[src/hw/bsq_pkg.sv]
package bsq_pkg;
    // clock and tick timing
    localparam int unsigned CLK_NS = 20; // control clock period
    localparam int unsigned TICK_MS = 10; // one delay unit
    localparam int unsigned TICK_CYC = (TICK_MS * 1000000) / CLK_NS; // cycles per unit
    localparam int unsigned HOLD_MS = 1000; // warning hold after overtravel ends
    localparam int unsigned HOLD_TICKS = HOLD_MS / TICK_MS; // hold in units
    // register byte offsets
    localparam logic [4:0] A_OTW = 5'h00; // overtravel_warning_setup
    localparam logic [4:0] A_ROUTE = 5'h04; // brake_output_routing
    localparam logic [4:0] A_DLY = 5'h08; // brake_power_off_delay
    localparam logic [4:0] A_THR = 5'h0c; // brake_speed_threshold
    localparam logic [4:0] A_WAIT = 5'h10; // brake_wait_timeout
    localparam logic [4:0] A_STAT = 5'h14; // read-only status
    // field positions
    localparam int unsigned OTW_LSB = 12; // warning-enable digit
    localparam int unsigned ROUTE_LSB = 8; // allocation digit
    localparam logic [3:0] OTW_ON = 4'h1; // digit value that enables detection
    // values after reset, except routing, which keeps its setting
    localparam logic [15:0] OTW_RST = 16'h0000;
    localparam logic [15:0] ROUTE_RST = 16'h0000;
    localparam logic [15:0] DLY_RST = 16'h0000;
    localparam logic [15:0] THR_RST = 16'h0064;
    localparam logic [15:0] WAIT_RST = 16'h0032;
    // legal ranges
    localparam logic [15:0] DLY_MAX = 16'h0032;
    localparam logic [15:0] THR_MAX = 16'h2710;
    localparam logic [15:0] WAIT_MIN = 16'h000a;
    localparam logic [15:0] WAIT_MAX = 16'h0064;
    // brake sequencer modes
    typedef enum logic [1:0] {BSQ_OFF, BSQ_ON, BSQ_DLY, BSQ_ROT} bsq_mode_t;
endpackage

[src/hw/bsq_route_if.sv]
`timescale 1ns/10ps
// brake signal routed onto the output terminal pairs
interface bsq_route_if;
    logic brake; // brake release level
    logic [2:0] other; // other signals already on each terminal
    logic [1:0] sel; // working allocation copy
    logic [2:0] term; // resulting terminal levels
    modport src(output brake, output other, output sel, input term);
    modport router(input brake, input other, input sel, output term);
endinterface

[src/hw/bsq_out_router.sv]
`timescale 1ns/10ps
module bsq_out_router
(
    bsq_route_if.router rt
);
    // allocation 0 drives no terminal, 1..3 picks a pair, shared pairs are or-ed
    always_comb
    begin
        for (int i = 0; i < 3; i++)
        begin
            rt.term[i] = rt.other[i] | (rt.brake & (rt.sel == 2'(i + 1)));
        end
    end
endmodule

[src/hw/bsq_sequencer.sv]
`timescale 1ns/10ps
// Summary of operation
// warning raised only when enable digit is one
// warning is report only, blocks nothing
// overtravel input starts overtravel stop processing
// host waits 50 ms after release
// brake output active releases, inactive applies
// alarm or servo-off deasserts brake output
// brake stays released during overtravel
// allocation zero drives brake nowhere
// allocation 1..3 selects terminal pair
// shared terminals carry or of signals
// stopped servo-off drops brake same cycle
// power-off delay 0..50 units of 10 ms
// delay applies only for stopped servo-off
// alarm removes motor power immediately
// vertical axis: power off after brake engages
// rotating: brake applies below speed threshold
// rotating: brake applies after wait timeout
// warning held one second after overtravel ends
// warning only in reference direction, power on
// restart fields sampled at reset release
// delay counts whole 10 ms ticks
module bsq_sequencer
#(
    parameter int unsigned TICK_CYCLES = bsq_pkg::TICK_CYC, // cycles per 10 ms unit
    parameter int unsigned SPD_W = 14 // motor speed width, rpm
)
(
    input wire logic clk,
    input wire logic sys_rst,
    input wire logic [4:0] reg_addr,
    input wire logic [15:0] reg_wdata,
    input wire logic reg_wr,
    input wire logic reg_rd,
    output logic [15:0] reg_rdata,
    input wire logic servo_on_in,
    input wire logic alarm_in,
    input wire logic fwd_limit_in,
    input wire logic rev_limit_in,
    input wire logic [SPD_W-1:0] motor_speed,
    input wire logic ref_fwd,
    input wire logic ref_rev,
    input wire logic [2:0] other_out,
    output logic [2:0] term_out,
    output logic brake_release_out,
    output logic motor_power_on,
    output logic ot_stop_fwd,
    output logic ot_stop_rev,
    output logic ot_warning
);
    localparam int unsigned DIV_W = $clog2(TICK_CYCLES + 1); // divider width
    localparam logic [DIV_W-1:0] DIV_END = DIV_W'(TICK_CYCLES - 1); // last cycle of a tick
    localparam logic [6:0] HOLD_END = 7'(bsq_pkg::HOLD_TICKS - 1); // last hold unit

    // whole block state, registered once per clock
    typedef struct packed {
        logic son_m, son_s; // servo-on synchroniser
        logic alm_m, alm_s; // alarm synchroniser
        logic fwd_m, fwd_s; // forward limit synchroniser
        logic rev_m, rev_s; // reverse limit synchroniser
        logic [15:0] otw_reg; // overtravel_warning_setup
        logic [15:0] route_reg; // brake_output_routing
        logic [15:0] dly_reg; // brake_power_off_delay
        logic [15:0] thr_reg; // brake_speed_threshold
        logic [15:0] wait_reg; // brake_wait_timeout
        logic [1:0] route_act; // allocation working copy
        bsq_pkg::bsq_mode_t mode; // sequencer mode
        logic [DIV_W-1:0] div; // 10 ms divider
        logic [15:0] units; // whole units in current mode
        logic [6:0] hold; // warning hold units
        logic warn; // warning flag
        logic ot_prev; // raw overtravel last cycle
        logic stop_fwd, stop_rev; // stop processing requests
        logic [15:0] rdata; // read data
    } bsq_st_t;

    bsq_st_t st_ff; // current state
    bsq_st_t nxt_st; // next state
    bsq_route_if rt(); // link to the terminal router

    // keep a setting inside its documented range
    function automatic logic [15:0] bsq_clamp(input logic [15:0] v, input logic [15:0] lo,
                                              input logic [15:0] hi);
        logic [15:0] r;
        r = v;
        if (v < lo)
        begin
            r = lo;
        end
        else if (v > hi)
        begin
            r = hi;
        end
        return r;
    endfunction

    logic tick; // last cycle of a 10 ms unit
    logic stopped; // motor at standstill
    logic pwr_on; // motor power applied
    logic raw_ot; // overtravel seen in reference direction
    logic warn_en; // detection enabled
    logic [15:0] dly_v; // clamped delay
    logic [15:0] thr_v; // clamped speed threshold
    logic [15:0] wait_v; // clamped wait

    // shared decode of the current state
    always_comb
    begin
        tick = (st_ff.div == DIV_END);
        stopped = (motor_speed == '0);
        pwr_on = (st_ff.mode == bsq_pkg::BSQ_ON) || (st_ff.mode == bsq_pkg::BSQ_DLY);
        // no reference means both directions count
        raw_ot = (st_ff.fwd_s & ~ref_rev) | (st_ff.rev_s & ~ref_fwd);
        warn_en = (st_ff.otw_reg[bsq_pkg::OTW_LSB +: 4] == bsq_pkg::OTW_ON);
        dly_v = bsq_clamp(st_ff.dly_reg, 16'h0000, bsq_pkg::DLY_MAX);
        thr_v = bsq_clamp(st_ff.thr_reg, 16'h0000, bsq_pkg::THR_MAX);
        wait_v = bsq_clamp(st_ff.wait_reg, bsq_pkg::WAIT_MIN, bsq_pkg::WAIT_MAX);
    end

    // next-state logic for the whole block
    always_comb
    begin
        nxt_st = st_ff;
        // two flops on the servo-on, alarm and both limit pins before use
        nxt_st.son_m = servo_on_in;
        nxt_st.son_s = st_ff.son_m;
        nxt_st.alm_m = alarm_in;
        nxt_st.alm_s = st_ff.alm_m;
        nxt_st.fwd_m = fwd_limit_in;
        nxt_st.fwd_s = st_ff.fwd_m;
        nxt_st.rev_m = rev_limit_in;
        nxt_st.rev_s = st_ff.rev_m;
        // free running unit divider
        nxt_st.div = tick ? '0 : st_ff.div + 1'b1;
        // register writes
        if (reg_wr)
        begin
            unique case (reg_addr)
                bsq_pkg::A_OTW: nxt_st.otw_reg = reg_wdata;
                bsq_pkg::A_ROUTE: nxt_st.route_reg = reg_wdata;
                bsq_pkg::A_DLY: nxt_st.dly_reg = reg_wdata;
                bsq_pkg::A_THR: nxt_st.thr_reg = reg_wdata;
                bsq_pkg::A_WAIT: nxt_st.wait_reg = reg_wdata;
                default: ; // status and holes ignore writes
            endcase
        end
        // register reads, answer in the next cycle only
        nxt_st.rdata = '0;
        if (reg_rd)
        begin
            unique case (reg_addr)
                bsq_pkg::A_OTW: nxt_st.rdata = st_ff.otw_reg;
                bsq_pkg::A_ROUTE: nxt_st.rdata = st_ff.route_reg;
                bsq_pkg::A_DLY: nxt_st.rdata = st_ff.dly_reg;
                bsq_pkg::A_THR: nxt_st.rdata = st_ff.thr_reg;
                bsq_pkg::A_WAIT: nxt_st.rdata = st_ff.wait_reg;
                bsq_pkg::A_STAT: nxt_st.rdata = {7'h00, st_ff.stop_rev, st_ff.stop_fwd,
                                                 st_ff.warn, pwr_on, brake_release_out,
                                                 st_ff.route_act, st_ff.mode};
                default: nxt_st.rdata = '0; // unmapped reads as zero
            endcase
        end
        // units spent in the current mode
        if (tick)
        begin
            nxt_st.units = st_ff.units + 16'h0001;
        end
        // brake and power sequencing
        unique case (st_ff.mode)
            bsq_pkg::BSQ_OFF:
            begin
                nxt_st.units = '0;
                if (st_ff.son_s && !st_ff.alm_s)
                begin
                    nxt_st.mode = bsq_pkg::BSQ_ON;
                end
            end
            bsq_pkg::BSQ_ON:
            begin
                nxt_st.units = '0;
                // overtravel alone never leaves this mode
                if (st_ff.alm_s)
                begin
                    // power drops at once, delay ignored
                    nxt_st.mode = stopped ? bsq_pkg::BSQ_OFF : bsq_pkg::BSQ_ROT;
                end
                else if (!st_ff.son_s)
                begin
                    if (!stopped)
                    begin
                        nxt_st.mode = bsq_pkg::BSQ_ROT;
                    end
                    else if (dly_v == '0)
                    begin
                        nxt_st.mode = bsq_pkg::BSQ_OFF;
                    end
                    else
                    begin
                        nxt_st.mode = bsq_pkg::BSQ_DLY;
                    end
                end
            end
            bsq_pkg::BSQ_DLY:
            begin
                // brake applied, power held for the programmed units
                if (st_ff.alm_s || (st_ff.units >= dly_v))
                begin
                    nxt_st.mode = bsq_pkg::BSQ_OFF;
                end
            end
            bsq_pkg::BSQ_ROT:
            begin
                // power off, brake held released until slow or timed out
                if ((16'(motor_speed) < thr_v) || (st_ff.units >= wait_v))
                begin
                    nxt_st.mode = bsq_pkg::BSQ_OFF;
                end
            end
        endcase
        // overtravel stop processing follows the limits directly
        nxt_st.stop_fwd = st_ff.fwd_s;
        nxt_st.stop_rev = st_ff.rev_s;
        // warning: set on a new overtravel with power on, held after it ends
        nxt_st.ot_prev = raw_ot;
        if (!warn_en)
        begin
            nxt_st.warn = 1'b0;
            nxt_st.hold = '0;
        end
        else if (raw_ot && !st_ff.ot_prev && pwr_on)
        begin
            nxt_st.warn = 1'b1;
            nxt_st.hold = '0;
        end
        else if (st_ff.warn && raw_ot)
        begin
            nxt_st.hold = '0;
        end
        else if (st_ff.warn && tick)
        begin
            nxt_st.hold = st_ff.hold + 7'h01;
            if (st_ff.hold == HOLD_END)
            begin
                nxt_st.warn = 1'b0;
            end
        end
        // synchronous reset; routing setting survives a restart
        if (sys_rst)
        begin
            nxt_st = '0;
            nxt_st.otw_reg = bsq_pkg::OTW_RST;
            nxt_st.route_reg = st_ff.route_reg;
            nxt_st.dly_reg = bsq_pkg::DLY_RST;
            nxt_st.thr_reg = bsq_pkg::THR_RST;
            nxt_st.wait_reg = bsq_pkg::WAIT_RST;
            nxt_st.route_act = st_ff.route_reg[bsq_pkg::ROUTE_LSB +: 2];
            nxt_st.mode = bsq_pkg::BSQ_OFF;
        end
    end

    // single state register
    always_ff @(posedge clk)
    begin
        st_ff <= nxt_st;
    end

    // outputs from the state register, term_out also or-ed with other_out
    assign reg_rdata = st_ff.rdata;
    assign brake_release_out = (st_ff.mode == bsq_pkg::BSQ_ON) || (st_ff.mode == bsq_pkg::BSQ_ROT);
    assign motor_power_on = pwr_on;
    assign ot_stop_fwd = st_ff.stop_fwd;
    assign ot_stop_rev = st_ff.stop_rev;
    assign ot_warning = st_ff.warn;
    assign rt.brake = brake_release_out;
    assign rt.other = other_out;
    assign rt.sel = st_ff.route_act;
    assign term_out = rt.term;

    // terminal router
    bsq_out_router u_router
    (
        .rt(rt)
    );
endmodule

[config.mk]
export PLATFORM = sky130hd
export DESIGN_NAME = bsq_sequencer
export DESIGN_NICKNAME = d
export VERILOG_FILES = /design/src/hw/bsq_pkg.sv /design/src/hw/bsq_route_if.sv /design/src/hw/bsq_out_router.sv /design/src/hw/bsq_sequencer.sv
export SDC_FILE = /design/constraint.sdc
export NUM_CORES = 1
export LEC_CHECK = 0
export ABC_CLOCK_PERIOD_IN_PS = 3900
export BUFFER_PORTS_ARGS = -buffer_cell sky130_fd_sc_hd__buf_4
export CAP_MARGIN = 20
export CORE_MARGIN = 2
export CORE_UTILIZATION = 40
export DETAILED_ROUTE_END_ITERATION = 8
export PLACE_DENSITY = 0.6
export SLEW_MARGIN = 25
export SYNTH_ARGS = -nofsm -noshare
export SYNTH_HDL_FRONTEND = slang
export SYNTH_SLANG_ARGS = --single-unit
export TNS_END_PERCENT = 10
[constraint.sdc]
create_clock -name clk -period 3.9 [get_ports clk]
set_input_delay 0.78 -clock clk [delete_from_list [all_inputs] [get_ports clk]]
set_output_delay 0.78 -clock clk [all_outputs]
set_load 0.01 [all_outputs]
Word-level counts from Yosys, hierarchy flattened:

Index checks and enable logic that the tools add are counted.

* register bits after elaboration: 154

* $add $sub $neg: 3
* bitwise logic cells: 14
* $lt $le $gt $ge: 9
* reductions and logical operators: 29
* multiplexer cells: 20
* equal/unequal tests: 19

Operators by type and width (number)
* 16-bit 2-to-1 mux: 6
* 16-bit one-hot mux with 6 select lines: 1
* 16-bit greater-or-equal comparator: 2
* 16-bit by 1-bit less-than comparator with 1-bit output (second input constant): 2
* 19-bit by 1-bit adder with 19-bit output (second input constant): 1
* 19-bit == test (second input constant): 1
* 16-bit by 1-bit adder with 16-bit output (second input constant): 1
* 16-bit by 14-bit > comparator with 1-bit output (second input constant): 1
* 16-bit by 6-bit > comparator with 1-bit output (second input constant): 1
* 16-bit by 7-bit > comparator with 1-bit output (second input constant): 1
* 16-bit logical NOT: 1
* 14-bit by 16-bit less-than comparator with 1-bit output: 1
* 16-bit by 4-bit less-than comparator with 1-bit output (second input constant): 1
* 2-bit 2-to-1 mux: 8
* 14-bit logical NOT: 1
* 5-bit by 4-bit == test with 1-bit output (second input constant): 2
* 5-bit == test (second input constant): 2
* 2-bit == test (second input constant): 4
* 8-bit 2-to-1 mux: 1
* 2-bit one-hot mux with 4 select lines: 1
* 2-bit AND reduction: 4
* 7-bit by 1-bit adder with 7-bit output (second input constant): 1
* 7-bit == test (second input constant): 1
* 2-bit inequality test (second input constant): 3
* 20 further kinds: 46

Depth between registers and ports, before layout:

Gate-level depths: netlist of the first run.

* depth in word-level cells: 9
* mapped depth: 13
* gate-level depth less buffers: 13

Hierarchy:

Synthesis of the first run repeated with hierarchy kept, for this count alone.

* cells, all modules: 865
* area, all modules: 7450.9 µm²

By module, submodules not included
* bsq_sequencer: seq. area each 3263.1 µm², times used 1, cells an instance 860, area each 7418.4 µm²
* bsq_out_router: seq. area each 0.0 µm², times used 1, cells an instance 5, area each 32.5 µm²

Worst setup path after synthesis of the first run:

Ideal clock, no wire load.

* path kind: register -> register
* from: reg st_ff[87] in the netlist's numbering
* to: reg st_ff[63] in the netlist's numbering
* stages on the path, launching flop included: 12
* data arrival time: 2918 ps
* period minus slack after synthesis: 3005 ps
* setup slack: 895 ps
* cell sequence: dfxtp_1 nor3_1 nand2b_1 a2111oi_4 a31o_4 nand2_1 ha_1 or4b_2 a211oi_1 a211oi_2 or3_1 o31ai_1

* word-level cells in the longest chain between the ends: 7

Ends and longest elaborated chain
* from (decl): RTL line bsq_sequencer.sv:78 `bsq_st_t st_ff;`
* from (signal assigned): RTL line bsq_sequencer.sv:265 `st_ff <= nxt_st;`
* 16-bit by 14-bit > comparator with 1-bit output: RTL line bsq_sequencer.sv:91 `else if (v > hi)`
* 16-bit 2-to-1 mux: RTL line bsq_sequencer.sv:91
* 16-bit 2-to-1 mux (*): RTL line bsq_sequencer.sv:87 `if (v < lo)`
* 14-bit by 16-bit less-than comparator with 1-bit output (*): RTL line bsq_sequencer.sv:215 `if ((16'(motor_speed) < thr_v) || (st_ff.units >= wait_v))`
* 1-bit logical OR (*): RTL line bsq_sequencer.sv:215
* 2-bit inequality test (no line) (*)
* 4-bit AND reduction (no line) (*)

Mark *: on every way between the ends. The rest lies on a longest branch, timed or not.
A chain may end at the register's enable or synchronous reset.

Worst setup path in the final report of the first run:

* from: reg st_ff[75] in the netlist's numbering
* to: reg st_ff[63] in the netlist's numbering

* word-level cells in the longest chain between the ends: 7

Ends and longest elaborated chain (RTL line)
* 16-bit by 7-bit > comparator with 1-bit output: bsq_sequencer.sv:91
* 16-bit 2-to-1 mux: bsq_sequencer.sv:91
* 16-bit 2-to-1 mux (*): bsq_sequencer.sv:87
* 16-bit greater-or-equal comparator (*): bsq_sequencer.sv:215
* 1-bit logical OR (*): bsq_sequencer.sv:215
* 2-bit inequality test (no line) (*)
* 4-bit AND reduction (no line) (*)

Marks and branches as above.

==> results of run 1 <==
-- worst paths after layout --
kind / start / end / cells past startpoint
hold reg to reg: st_ff[148] / ot_stop_fwd / 2
setup / recovery: st_ff[75] / st_ff[63] / 13
setup reg to reg: st_ff[75] / st_ff[63] / 13
hold / removal: st_ff[148] / ot_stop_fwd / 2
-- cell usage after synthesis (all sizes together) (9+ instances only) --
cell type  count
nand2        188
dfxtp        136
a21oi         97
nor2          82
ha            53
clkbuf        31
buf           24
o21ai         21
edfxtp        18
nand3         17
mux2i         16
xnor2         16
xor2          16
nor2b         14
and3          13
inv           13
nor3          13
nand4         11
nor4          11
mux2           9
or3            9
-- layer usage --
layer  up-vias  part of all wire, %  track usage, %
met1      3011                   48            27.7
met3        27                  5.3            4.95
met4         0                  2.0            6.57
li1       3210                    -               -
met2       162                   45            31.1
met5         -                    0               0
-- where the power goes --
group / switching, mW / internal [mW] / total [mW] / leakage, nW
logic: 0.181 / 0.122 / 0.303 / 1.83
registers: 0.0176 / 1.62 / 1.64 / 1.26
clock network: 0.709 / 0.907 / 1.62 / 0.289
total: 0.907 / 2.65 / 3.56 / 3.38
-- worst max-delay path: cells and delay by family, from the launching register on --
kind | cells | cell delay, ns
AND/OR/NAND/NOR | 3 | 0.82
adder cells (fa/ha/maj) | 1 | 0.27
buffers and inverters | 1 | 0.06
flip-flops | 1 | 0.32
AO/OA/AOI/OAI | 8 | 1.74
-- kinds of logic (layout without fill, tap and decap cells) --
family	Yosys count	in the layout	share of synthesized area (%)
XOR/XNOR	32	32	3.66
buffers and inverters	68	123	4.26
flip-flops	154	154	42.6
multiplexers	25	25	3.41
other	1	19	0.0490
adder cells (fa/ha/maj)	53	53	8.66
AND/OR/NAND/NOR	389	389	23.4
AO/OA/AOI/OAI	173	173	13.9
-- sequential cells by signal, indices dropped and copies added, names as in the netlist --
name         count
ot_stop_fwd      1
ot_stop_rev      1
ot_warning       1
reg_rdata       16
rt.sel           2
st_ff          133
-- layout make-up --
| class | count | area, µm² |
|---|---|---|
| Timing Repair Buffer | 78 | 586 |
| Clock inverter | 12 | 97.6 |
| Sequential cell | 154 | 3260 |
| Fill cell | 1869 | 9850 |
| Inverter | 13 | 48.8 |
| Multi-Input combinational cell | 691 | 4150 |
| Clock buffer | 20 | 479 |
| Tap cell | 234 | 293 |
==> impl_metrics.env, run 1 <==
export IMPL_initial_util_pct=40.8
export IMPL_yosysTopAreaCell="dfxtp_1"
export IMPL_floorplan_rows=50
export IMPL_status="finished clean"
export IMPL_cpMostUsedCell="o21ai_0"
export IMPL_critical_path_max_fanout=5
export IMPL_finalCoreUtilization_pct=47.5
export IMPL_first_global_vias=5907
export IMPL_synth_seq_area_share_pct=42.6
export IMPL_placed_cells_incl_taps=1170
export IMPL_num_antenna_cells=0
export IMPL_dp_slack_ns=0.576
export IMPL_static_leakage_power_nw=3.38
export IMPL_postRouteAntennaNets=0
export IMPL_crit_path_end_kind="register"
export IMPL_cts_buffers=17
export IMPL_layout_cells_most_common="nand2_1"
export IMPL_synth_top_area_share_pct=35.5
export IMPL_fp_dieArea_um2=20300
export IMPL_die_h_um=142
export IMPL_setup_viol=0
export IMPL_holdCritPathClass="reg -> reg"
export IMPL_port_buffers=71
export IMPL_regToRegSetupSlack_ns=0.60
export IMPL_grt_antenna_before_repair=0
export IMPL_ctsRootBufferMaster="clkbuf_16"
export IMPL_crit_path_cell_trace="nor4_1, nand3_1, a31oi_1, inv_1, o21ai_0, ha_1, a21oi_1, o21ai_0, a41oi_1, o221ai_1, a211oi_2, nor2_1, o31ai_1"
export IMPL_cts_sinks=154
export IMPL_wl_um=20100
export IMPL_ctsLongestPathBuffers=2
export IMPL_postCtsHoldBufs=0
export IMPL_detail_route_wl_per_cell_um=16.7
export IMPL_post_drt_via_cell_ratio=5.33
export IMPL_cp_start_kind="register"
export IMPL_max_slew_margin_pct=49.7
export IMPL_fin_worst_skew_ns=0.0150
export IMPL_powerDensity_nw_per_um2=399
export IMPL_critPathSlowestCell="nor4_1"
export IMPL_period_needed_ns=3.30
export IMPL_maxClockFrequency_mhz=303
export IMPL_syn_to_final_growth_pct=16.4
export IMPL_criticalPathCategory="reg -> reg"
export IMPL_final_worst_hold_slack_ns=0.430
export IMPL_post_dp_cell_area_um2=8340
export IMPL_worst_slack_ns=0.598
export IMPL_remaining_drc_errors=0
export IMPL_max_cap_viol_count=0
export IMPL_clkTransAtPathRegs_ns=0.07
export IMPL_route_vias_total=6410
export IMPL_ys_flop_type="dfxtp_1"
export IMPL_synthesis_area_per_instance_um2=8.56
export IMPL_grt_first_pass_wirelength_um=31300
export IMPL_dp_final_hpwl_um=14600
export IMPL_power_total_mw=3.56
export IMPL_most_common_layout_cells="nand2_1, dfxtp_1, a21oi_1"
export IMPL_cts_tree="done"
export IMPL_grt_start_max_net_pins=36
export IMPL_grt_usage_pct=20.1
export IMPL_final_layout_size_suffix_gt1_share_pct=14.2
export IMPL_post_route_cell_area_um2=8920
export IMPL_timing_setup_tns_ns=0
export IMPL_fp_coreArea_um2=18800
export IMPL_slew_viol_final=0
export IMPL_synth_area_top_cells="dfxtp_1, nand2_1, ha_1"
export IMPL_final_net_count=1056
export IMPL_netlist_area_um2=7660
export IMPL_drt_first_pass_iters=5
export IMPL_synthCells=895
export IMPL_required_time_at_the_endpoint_of_the_critical_path_ns=4.24
export IMPL_yosysWarningCount=0
export IMPL_yosys_register_bits=154
export IMPL_async_flop_share_pct=0
export IMPL_final_hold_viol_count=0
export IMPL_max_h_tree_level=4
export IMPL_global_route_overflow_total=0
export IMPL_insertion_delay_ns=0.43
export IMPL_cts_post_setup_buffers_inserted=0
export IMPL_yosysUniqueCellTypes=65
export IMPL_slowest_delay_ns=0.44
export IMPL_irDropWorstVdd_v=0.000276
export IMPL_place_gp_congestion=0.889
export IMPL_worstMarginPinSlew_ns=0.753
export IMPL_detail_route_iter0_violations=514
export IMPL_min_period_over_period_pct=84.7
export IMPL_synth_edf_count=18
export IMPL_ios=72
export IMPL_final_cell_count_no_fill=1202
export IMPL_setup_repair_after_global_routing_missed_its_margin="no"
export IMPL_fp_dieW_um=142
export IMPL_cts_resized=0
export IMPL_worst_ep_arrival_time_ns=3.64
Power figures use the tool's default switching activity.
==> inputs of run 2 (changes only) <==
ABC_AREA = 1   (was unset)
ABC_CLOCK_PERIOD_IN_PS = 2740   (was 3900)
PLACE_DENSITY = 0.62   (was 0.6)
clock period = 2.74 ns   (was 3.9 ns; I/O delays follow)
==> run 2 against run 1 <==
Net effect: highest routed layer unchanged; flip-flop and latch count is the same; utilization is 0.48 points higher; wire length grew 1.4%; sequential share of layout area decreased by 1.4 points.
==> impl_metrics.env, run 2 <==
export IMPL_layout_cells_most_common="nor2_1"
export IMPL_yosys_cell_count_top_type="nor2_1"
export IMPL_cts_buffers=17
export IMPL_critical_path_top_delay_family="simple AND/OR/NAND/NOR gates"
export IMPL_grt_met2_use_pct=29.5
export IMPL_irDropWorstVdd_v=0.000441
export IMPL_insertion_delay_ns=0.43
export IMPL_floorplan_rows=51
export IMPL_syn_to_final_growth_pct=18.3
export IMPL_fp_coreArea_um2=19300
export IMPL_cts_tree="done"
export IMPL_worst_ep_arrival_time_ns=2.92
export IMPL_maxClockFrequency_mhz=385
export IMPL_yosysWarningCount=0
export IMPL_ys_flop_type="dfxtp_1"
export IMPL_holdCritPathClass="in -> reg"
export IMPL_cts_sinks=154
export IMPL_final_layout_size_suffix_gt1_share_pct=14.6
export IMPL_grt_busiest_layer="met1"
export IMPL_worst_slack_ns=0.145
export IMPL_synth_edf_count=18
export IMPL_clkTransAtPathRegs_ns=0.06
export IMPL_synth_cells_most_frequent="nor2_1, dfxtp_1, nand2_1"
export IMPL_ios=72
export IMPL_max_h_tree_level=4
export IMPL_route_vias_total=6965
export IMPL_grt_start_max_net_pins=57
export IMPL_cts_post_setup_buffers_inserted=0
export IMPL_synthesis_area_per_instance_um2=7.67
export IMPL_synth_seq_area_share_pct=41.6
export IMPL_critPathSlowestCell="dfxtp_2"
export IMPL_grt_usage_pct=20.2
export IMPL_synth_area_top_cells="dfxtp_1, ha_1, nor2_1"
export IMPL_final_hold_viol_count=0
export IMPL_cp_start_kind="register"
export IMPL_ctsLongestPathBuffers=2
export IMPL_max_cap_viol_count=0
export IMPL_dp_slack_ns=0.0203
export IMPL_worstMarginPinSlew_ns=0.734
export IMPL_max_slew_margin_pct=50.9
export IMPL_postRouteAntennaNets=0
export IMPL_async_flop_share_pct=0
export IMPL_filler_cell_count=1932
export IMPL_ctsRootBufferMaster="clkbuf_16"
export IMPL_setup_repair_after_global_routing_missed_its_margin="yes"
export IMPL_final_net_count=1203
export IMPL_detail_route_iter0_violations=482
export IMPL_cp_num_buf_inv=2
export IMPL_grt_util_met1_pct=29.7
export IMPL_fp_dieArea_um2=20700
export IMPL_slowest_delay_ns=0.34
export IMPL_slew_viol_final=0
export IMPL_critical_path_max_fanout=6
export IMPL_first_global_vias=6357
export IMPL_post_drt_via_cell_ratio=5.05
export IMPL_status="finished clean"
export IMPL_static_leakage_power_nw=3.90
export IMPL_yosysUniqueCellTypes=45
export IMPL_initial_util_pct=40.6
export IMPL_required_time_at_the_endpoint_of_the_critical_path_ns=3.06
export IMPL_powerDensity_nw_per_um2=575
export IMPL_place_gp_congestion=0.869
export IMPL_synthCells=1023
export IMPL_period_needed_ns=2.59
export IMPL_cpMostUsedCell="nand2_1"
export IMPL_fin_worst_skew_ns=0.00789
export IMPL_dp_final_hpwl_um=14900
export IMPL_num_antenna_cells=0
export IMPL_fp_dieW_um=144
export IMPL_most_common_layout_cells="nor2_1, dfxtp_1, nand2_1"
export IMPL_largest_register_ff_count=133
export IMPL_remaining_drc_errors=0
export IMPL_synth_top_area_share_pct=34.7
export IMPL_yosys_register_bits=154
export IMPL_netlist_area_um2=7840
export IMPL_port_buffers=71
export IMPL_grt_first_pass_wirelength_um=32500
export IMPL_largest_reg_by_ff_count="st_ff"
export IMPL_criticalPathCategory="reg -> reg"
export IMPL_setup_viol=0
export IMPL_crit_path_end_kind="register"
export IMPL_yosysTopAreaCell="dfxtp_1"
export IMPL_routing_usage_on_met3_pct=4.34
export IMPL_global_route_overflow_total=0
export IMPL_detail_route_wl_per_cell_um=14.7
export IMPL_grt_antenna_before_repair=0
export IMPL_wl_um=20400
export IMPL_power_total_mw=5.34
export IMPL_min_period_over_period_pct=94.7
export IMPL_die_h_um=144
export IMPL_drt_first_pass_iters=5
[run 2: changes by cell type in the layout (fill, tap and decap cells not counted), sizes merged, moves of 16 or more]
| cell | before | now |
|---|---|---|
| o21ai | 21 | 88 |
| nor2 | 82 | 157 |
| mux2i | 16 | 0 |
| inv | 21 | 139 |
| nand2 | 188 | 133 |
| nand3 | 17 | 45 |
[run 2: final timing paths]
kind	cells after the start	startpoint	to	slack, ns
worst min register to register	2	st_ff[149]	st_ff[148]	0.40
worst min-delay path	3	rev_limit_in	st_ff[147]	0.32
worst max register to register	26	st_ff[78]	st_ff[63]	0.15
worst max-delay path	26	st_ff[78]	st_ff[63]	0.15
[run 2: kinds of logic (layout without fill, tap and decap cells)]
kind of cell | after synthesis | count (layout) | synth area share [%]
other | 1 | 19 | 0.0478
buffers and inverters | 182 | 256 | 9.52
and+or+nand+nor | 398 | 398 | 23.3
xor gates and xnor gates | 13 | 13 | 1.45
AOI/OAI and AO/OA | 222 | 222 | 15.6
DFF | 154 | 154 | 41.6
adders and majority gates | 53 | 53 | 8.45
[run 2: through the flow]
stage	TNS, ns	cells	cell area [µm²]	hold slack (ns)	utilization, %
3_5_place_dp	0	1348	8670	0.393	44.8
6_report	0	1380	9280	0.321	48.0
5_1_grt	-0.174	1380	9280	0.318	48.0
4_1_cts	0	1380	9240	0.309	47.8
2_1_floorplan	0	1041	7910	0.388	-
3_3_place_gp	0	1348	8670	0.392	44.8
[run 2: worst reg2reg max path: stages, from the launching register on]
cell	delay [ns]
dfxtp_2	0.34
nor3_2	0.16
nand4_1	0.12
nor3_2	0.21
and2_4	0.19
inv_4	0.05
o21ai_2	0.11
inv_1	0.05
ha_1	0.26
nand2_1	0.06
nand2_1	0.04
nand2_1	0.05
nand2_1	0.04
nand2_1	0.05
nand2_1	0.04
nand2_1	0.05
nand2_1	0.04
nand2_1	0.05
nand2_1	0.06
nand2_1	0.06
nand2_1	0.06
a21oi_2	0.11
nand2_1	0.07
nand2_2	0.08
nand2_1	0.05
nand2_1	0.05
nor2_1	0.04
[run 2: power by group]
group	switching (mW)	internal, mW	leakage (nW)	total, mW
Sequential	0.0425	2.32	1.26	2.36
Clock	0.974	1.35	0.271	2.32
Combinational	0.410	0.242	2.36	0.652
Total	1.43	3.91	3.90	5.34
[run 2: area by class of cell]
| type | instances | area [µm²] | area share [%] |
|---|---|---|---|
| Timing Repair Buffer | 86 | 646 | 6.96 |
| Clock inverter | 13 | 141 | 1.52 |
| Multi-Input combinational cell | 705 | 3940 | 42.5 |
| Clock buffer | 19 | 433 | 4.67 |
| Tap cell | 265 | 332 | 3.57 |
| Sequential cell | 154 | 3270 | 35.2 |
| Inverter | 138 | 522 | 5.62 |
[run 2: per-layer routing]
layer / up-vias / share of wire [%]
li1: 3561 / -
met4: 0 / 1.6
met5: - / 0
met3: 26 / 7.5
met2: 230 / 42
met1: 3148 / 49
[run 2: repair_timing]
item	CTS	global route
endpoints found under the setup margin	0	2
resized for setup	0	13
hold buffers	0	0
==> inputs of run 3 (changes only) <==
ABC_AREA = unset   (was 1)
CAP_MARGIN = 15   (was 20)
CTS_BUF_LIST = sky130_fd_sc_hd__clkbuf_4 sky130_fd_sc_hd__clkbuf_8   (was unset)
==> run 3 against run 2 <==
Net effect: the run now ends with setup timing left; setup slack got worse by 0.31 ns; cell count decreased by 7.7%; sequential power about the same; flip-flop and latch count unchanged; die area decreased by 2.3%; combinational power decreased by 28%; via count decreased by 3.3%; non-clock buffer count increased by 64; largest power group unchanged.
==> impl_metrics.env, run 3 (synthesis results as in run 1) <==
export IMPL_status="finished with violations"
export IMPL_violations="setup timing"
export IMPL_grt_antenna_before_repair=1
export IMPL_fp_coreArea_um2=18800
export IMPL_drt_first_pass_iters=6
export IMPL_dp_slack_ns=-0.312
export IMPL_first_global_vias=6297
export IMPL_powerDensity_nw_per_um2=489
export IMPL_placed_cells_incl_taps=1240
export IMPL_remaining_drc_errors=0
export IMPL_ctsLongestPathBuffers=2
export IMPL_largest_reg_by_ff_count="st_ff"
export IMPL_cts_sinks=154
export IMPL_largest_register_ff_count=133
export IMPL_cp_num_buf_inv=1
export IMPL_wl_um=20500
export IMPL_dp_final_hpwl_um=15300
export IMPL_fp_dieW_um=142
export IMPL_slowest_delay_ns=0.54
export IMPL_max_slew_margin_pct=57.8
export IMPL_worst_slack_ns=-0.167
export IMPL_holdCritPathClass="in -> reg"
export IMPL_grt_usage_pct=20.7
export IMPL_initial_util_pct=40.8
export IMPL_slew_viol_final=0
export IMPL_max_h_tree_level=4
export IMPL_final_layout_size_suffix_gt1_share_pct=22.4
export IMPL_final_worst_hold_slack_ns=0.300
export IMPL_ios=72
export IMPL_detail_route_iter0_violations=507
export IMPL_detail_route_wl_per_cell_um=16.1
export IMPL_syn_to_final_growth_pct=23.3
export IMPL_critPathSlowestCell="or4_4"
export IMPL_die_h_um=142
export IMPL_setup_repair_after_global_routing_missed_its_margin="yes"
export IMPL_fp_dieArea_um2=20300
export IMPL_insertion_delay_ns=0.45
export IMPL_final_hold_viol_count=0
export IMPL_setup_viol=2
export IMPL_maxClockFrequency_mhz=344
export IMPL_postRouteAntennaNets=0
export IMPL_place_gp_congestion=0.890
export IMPL_fin_worst_skew_ns=0.0120
export IMPL_ctsRootBufferMaster="clkbuf_8"
export IMPL_cts_tree="done"
export IMPL_crit_path_cell_trace="or4_4, nor2_4, a2111oi_4, a31oi_2, buf_4, nor2_1, ha_1, a21oi_1, a2bb2oi_1, a21oi_1, nor2_1, o221ai_2, or3_1, o31ai_1"
export IMPL_irDropWorstVdd_v=0.000343
export IMPL_port_buffers=71
export IMPL_critical_path_top_delay_family="simple AND/OR/NAND/NOR gates"
export IMPL_postCtsHoldBufs=0
export IMPL_most_common_layout_cells="nand2_1, buf_4, dfxtp_1"
export IMPL_clkTransAtPathRegs_ns=0.09
export IMPL_min_period_over_period_pct=106
export IMPL_global_route_overflow_total=0
export IMPL_grt_first_pass_wirelength_um=32900
export IMPL_crit_path_end_kind="register"
export IMPL_cp_start_kind="register"
export IMPL_worstMarginPinSlew_ns=0.633
export IMPL_post_drt_via_cell_ratio=5.29
export IMPL_required_time_at_the_endpoint_of_the_critical_path_ns=3.11
export IMPL_final_net_count=1128
export IMPL_static_leakage_power_nw=3.70
export IMPL_period_needed_ns=2.91
export IMPL_max_cap_viol_count=0
export IMPL_floorplan_rows=50
export IMPL_num_antenna_cells=0
export IMPL_grt_start_max_net_pins=50
export IMPL_worst_ep_arrival_time_ns=3.28
export IMPL_route_vias_total=6734
export IMPL_criticalPathCategory="reg -> reg"
export IMPL_cts_buffers=17
export IMPL_final_cell_count_no_fill=1274
export IMPL_layout_cells_most_common="nand2_1"
export IMPL_critical_path_max_fanout=4
==> run 3: repair_timing <==
item	CTS	global route
setup endpoints to repair	2	2
cloned	0	0
buffers inserted	1	1
pin swaps	7	6
gates resized for setup	12	11
==> run 3: metrics by stage <==
| stage | utilization (%) | power (mW) | TNS, ns | instance area (µm²) |
|---|---|---|---|---|
| final | 50.3 | 4.62 | -0.276 | 9440 |
| after global routing | 50.3 | 4.80 | -0.625 | 9440 |
| after CTS | 50.0 | 4.64 | -0.214 | 9390 |
| after detailed placement | 47.4 | 2.84 | -0.556 | 8890 |
| after global placement | 47.4 | 2.83 | -0.378 | 8890 |
| after floorplan | - | 2.62 | -0.109 | 7750 |
==> run 3: path summary, 6_finish.rpt <==
kind                                    from         end  slack, ns  cells after the start
worst min-delay path            fwd_limit_in  st_ff[149]       0.30                      2
worst max-delay path               st_ff[97]   st_ff[63]      -0.17                     14
worst min register to register    st_ff[153]  st_ff[152]       0.44                      1
worst max register to register     st_ff[97]   st_ff[63]      -0.17                     14
==> run 3: power by group <==
group / switching [mW] / leakage [nW] / internal, mW
registers: 0.0231 / 1.26 / 2.31
clock network: 0.930 / 0.216 / 0.885
logic: 0.271 / 2.22 / 0.201
total: 1.22 / 3.70 / 3.39
==> run 3: cell type report <==
class                           instances  area (µm²)
Sequential cell                       154        3270
Multi-Input combinational cell        691        4290
Clock buffer                           19         262
Clock inverter                         13         155
Inverter                               13        48.8
Tap cell                              234         293
Fill cell                            1809        9330
Timing Repair Buffer                  150        1130
==> run 3: metal layers <==
| metal | vias up | part of all wire (%) | GRT usage, % | routed length (µm) |
|---|---|---|---|---|
| met5 | - | 0.063 | 0 | 13 |
| met4 | 2 | 1.2 | 5.42 | 246 |
| met1 | 3144 | 47 | 28.6 | 9680 |
| met2 | 202 | 45 | 33.0 | 9320 |
| li1 | 3365 | - | - | - |
| met3 | 21 | 6.2 | 4.58 | 1280 |
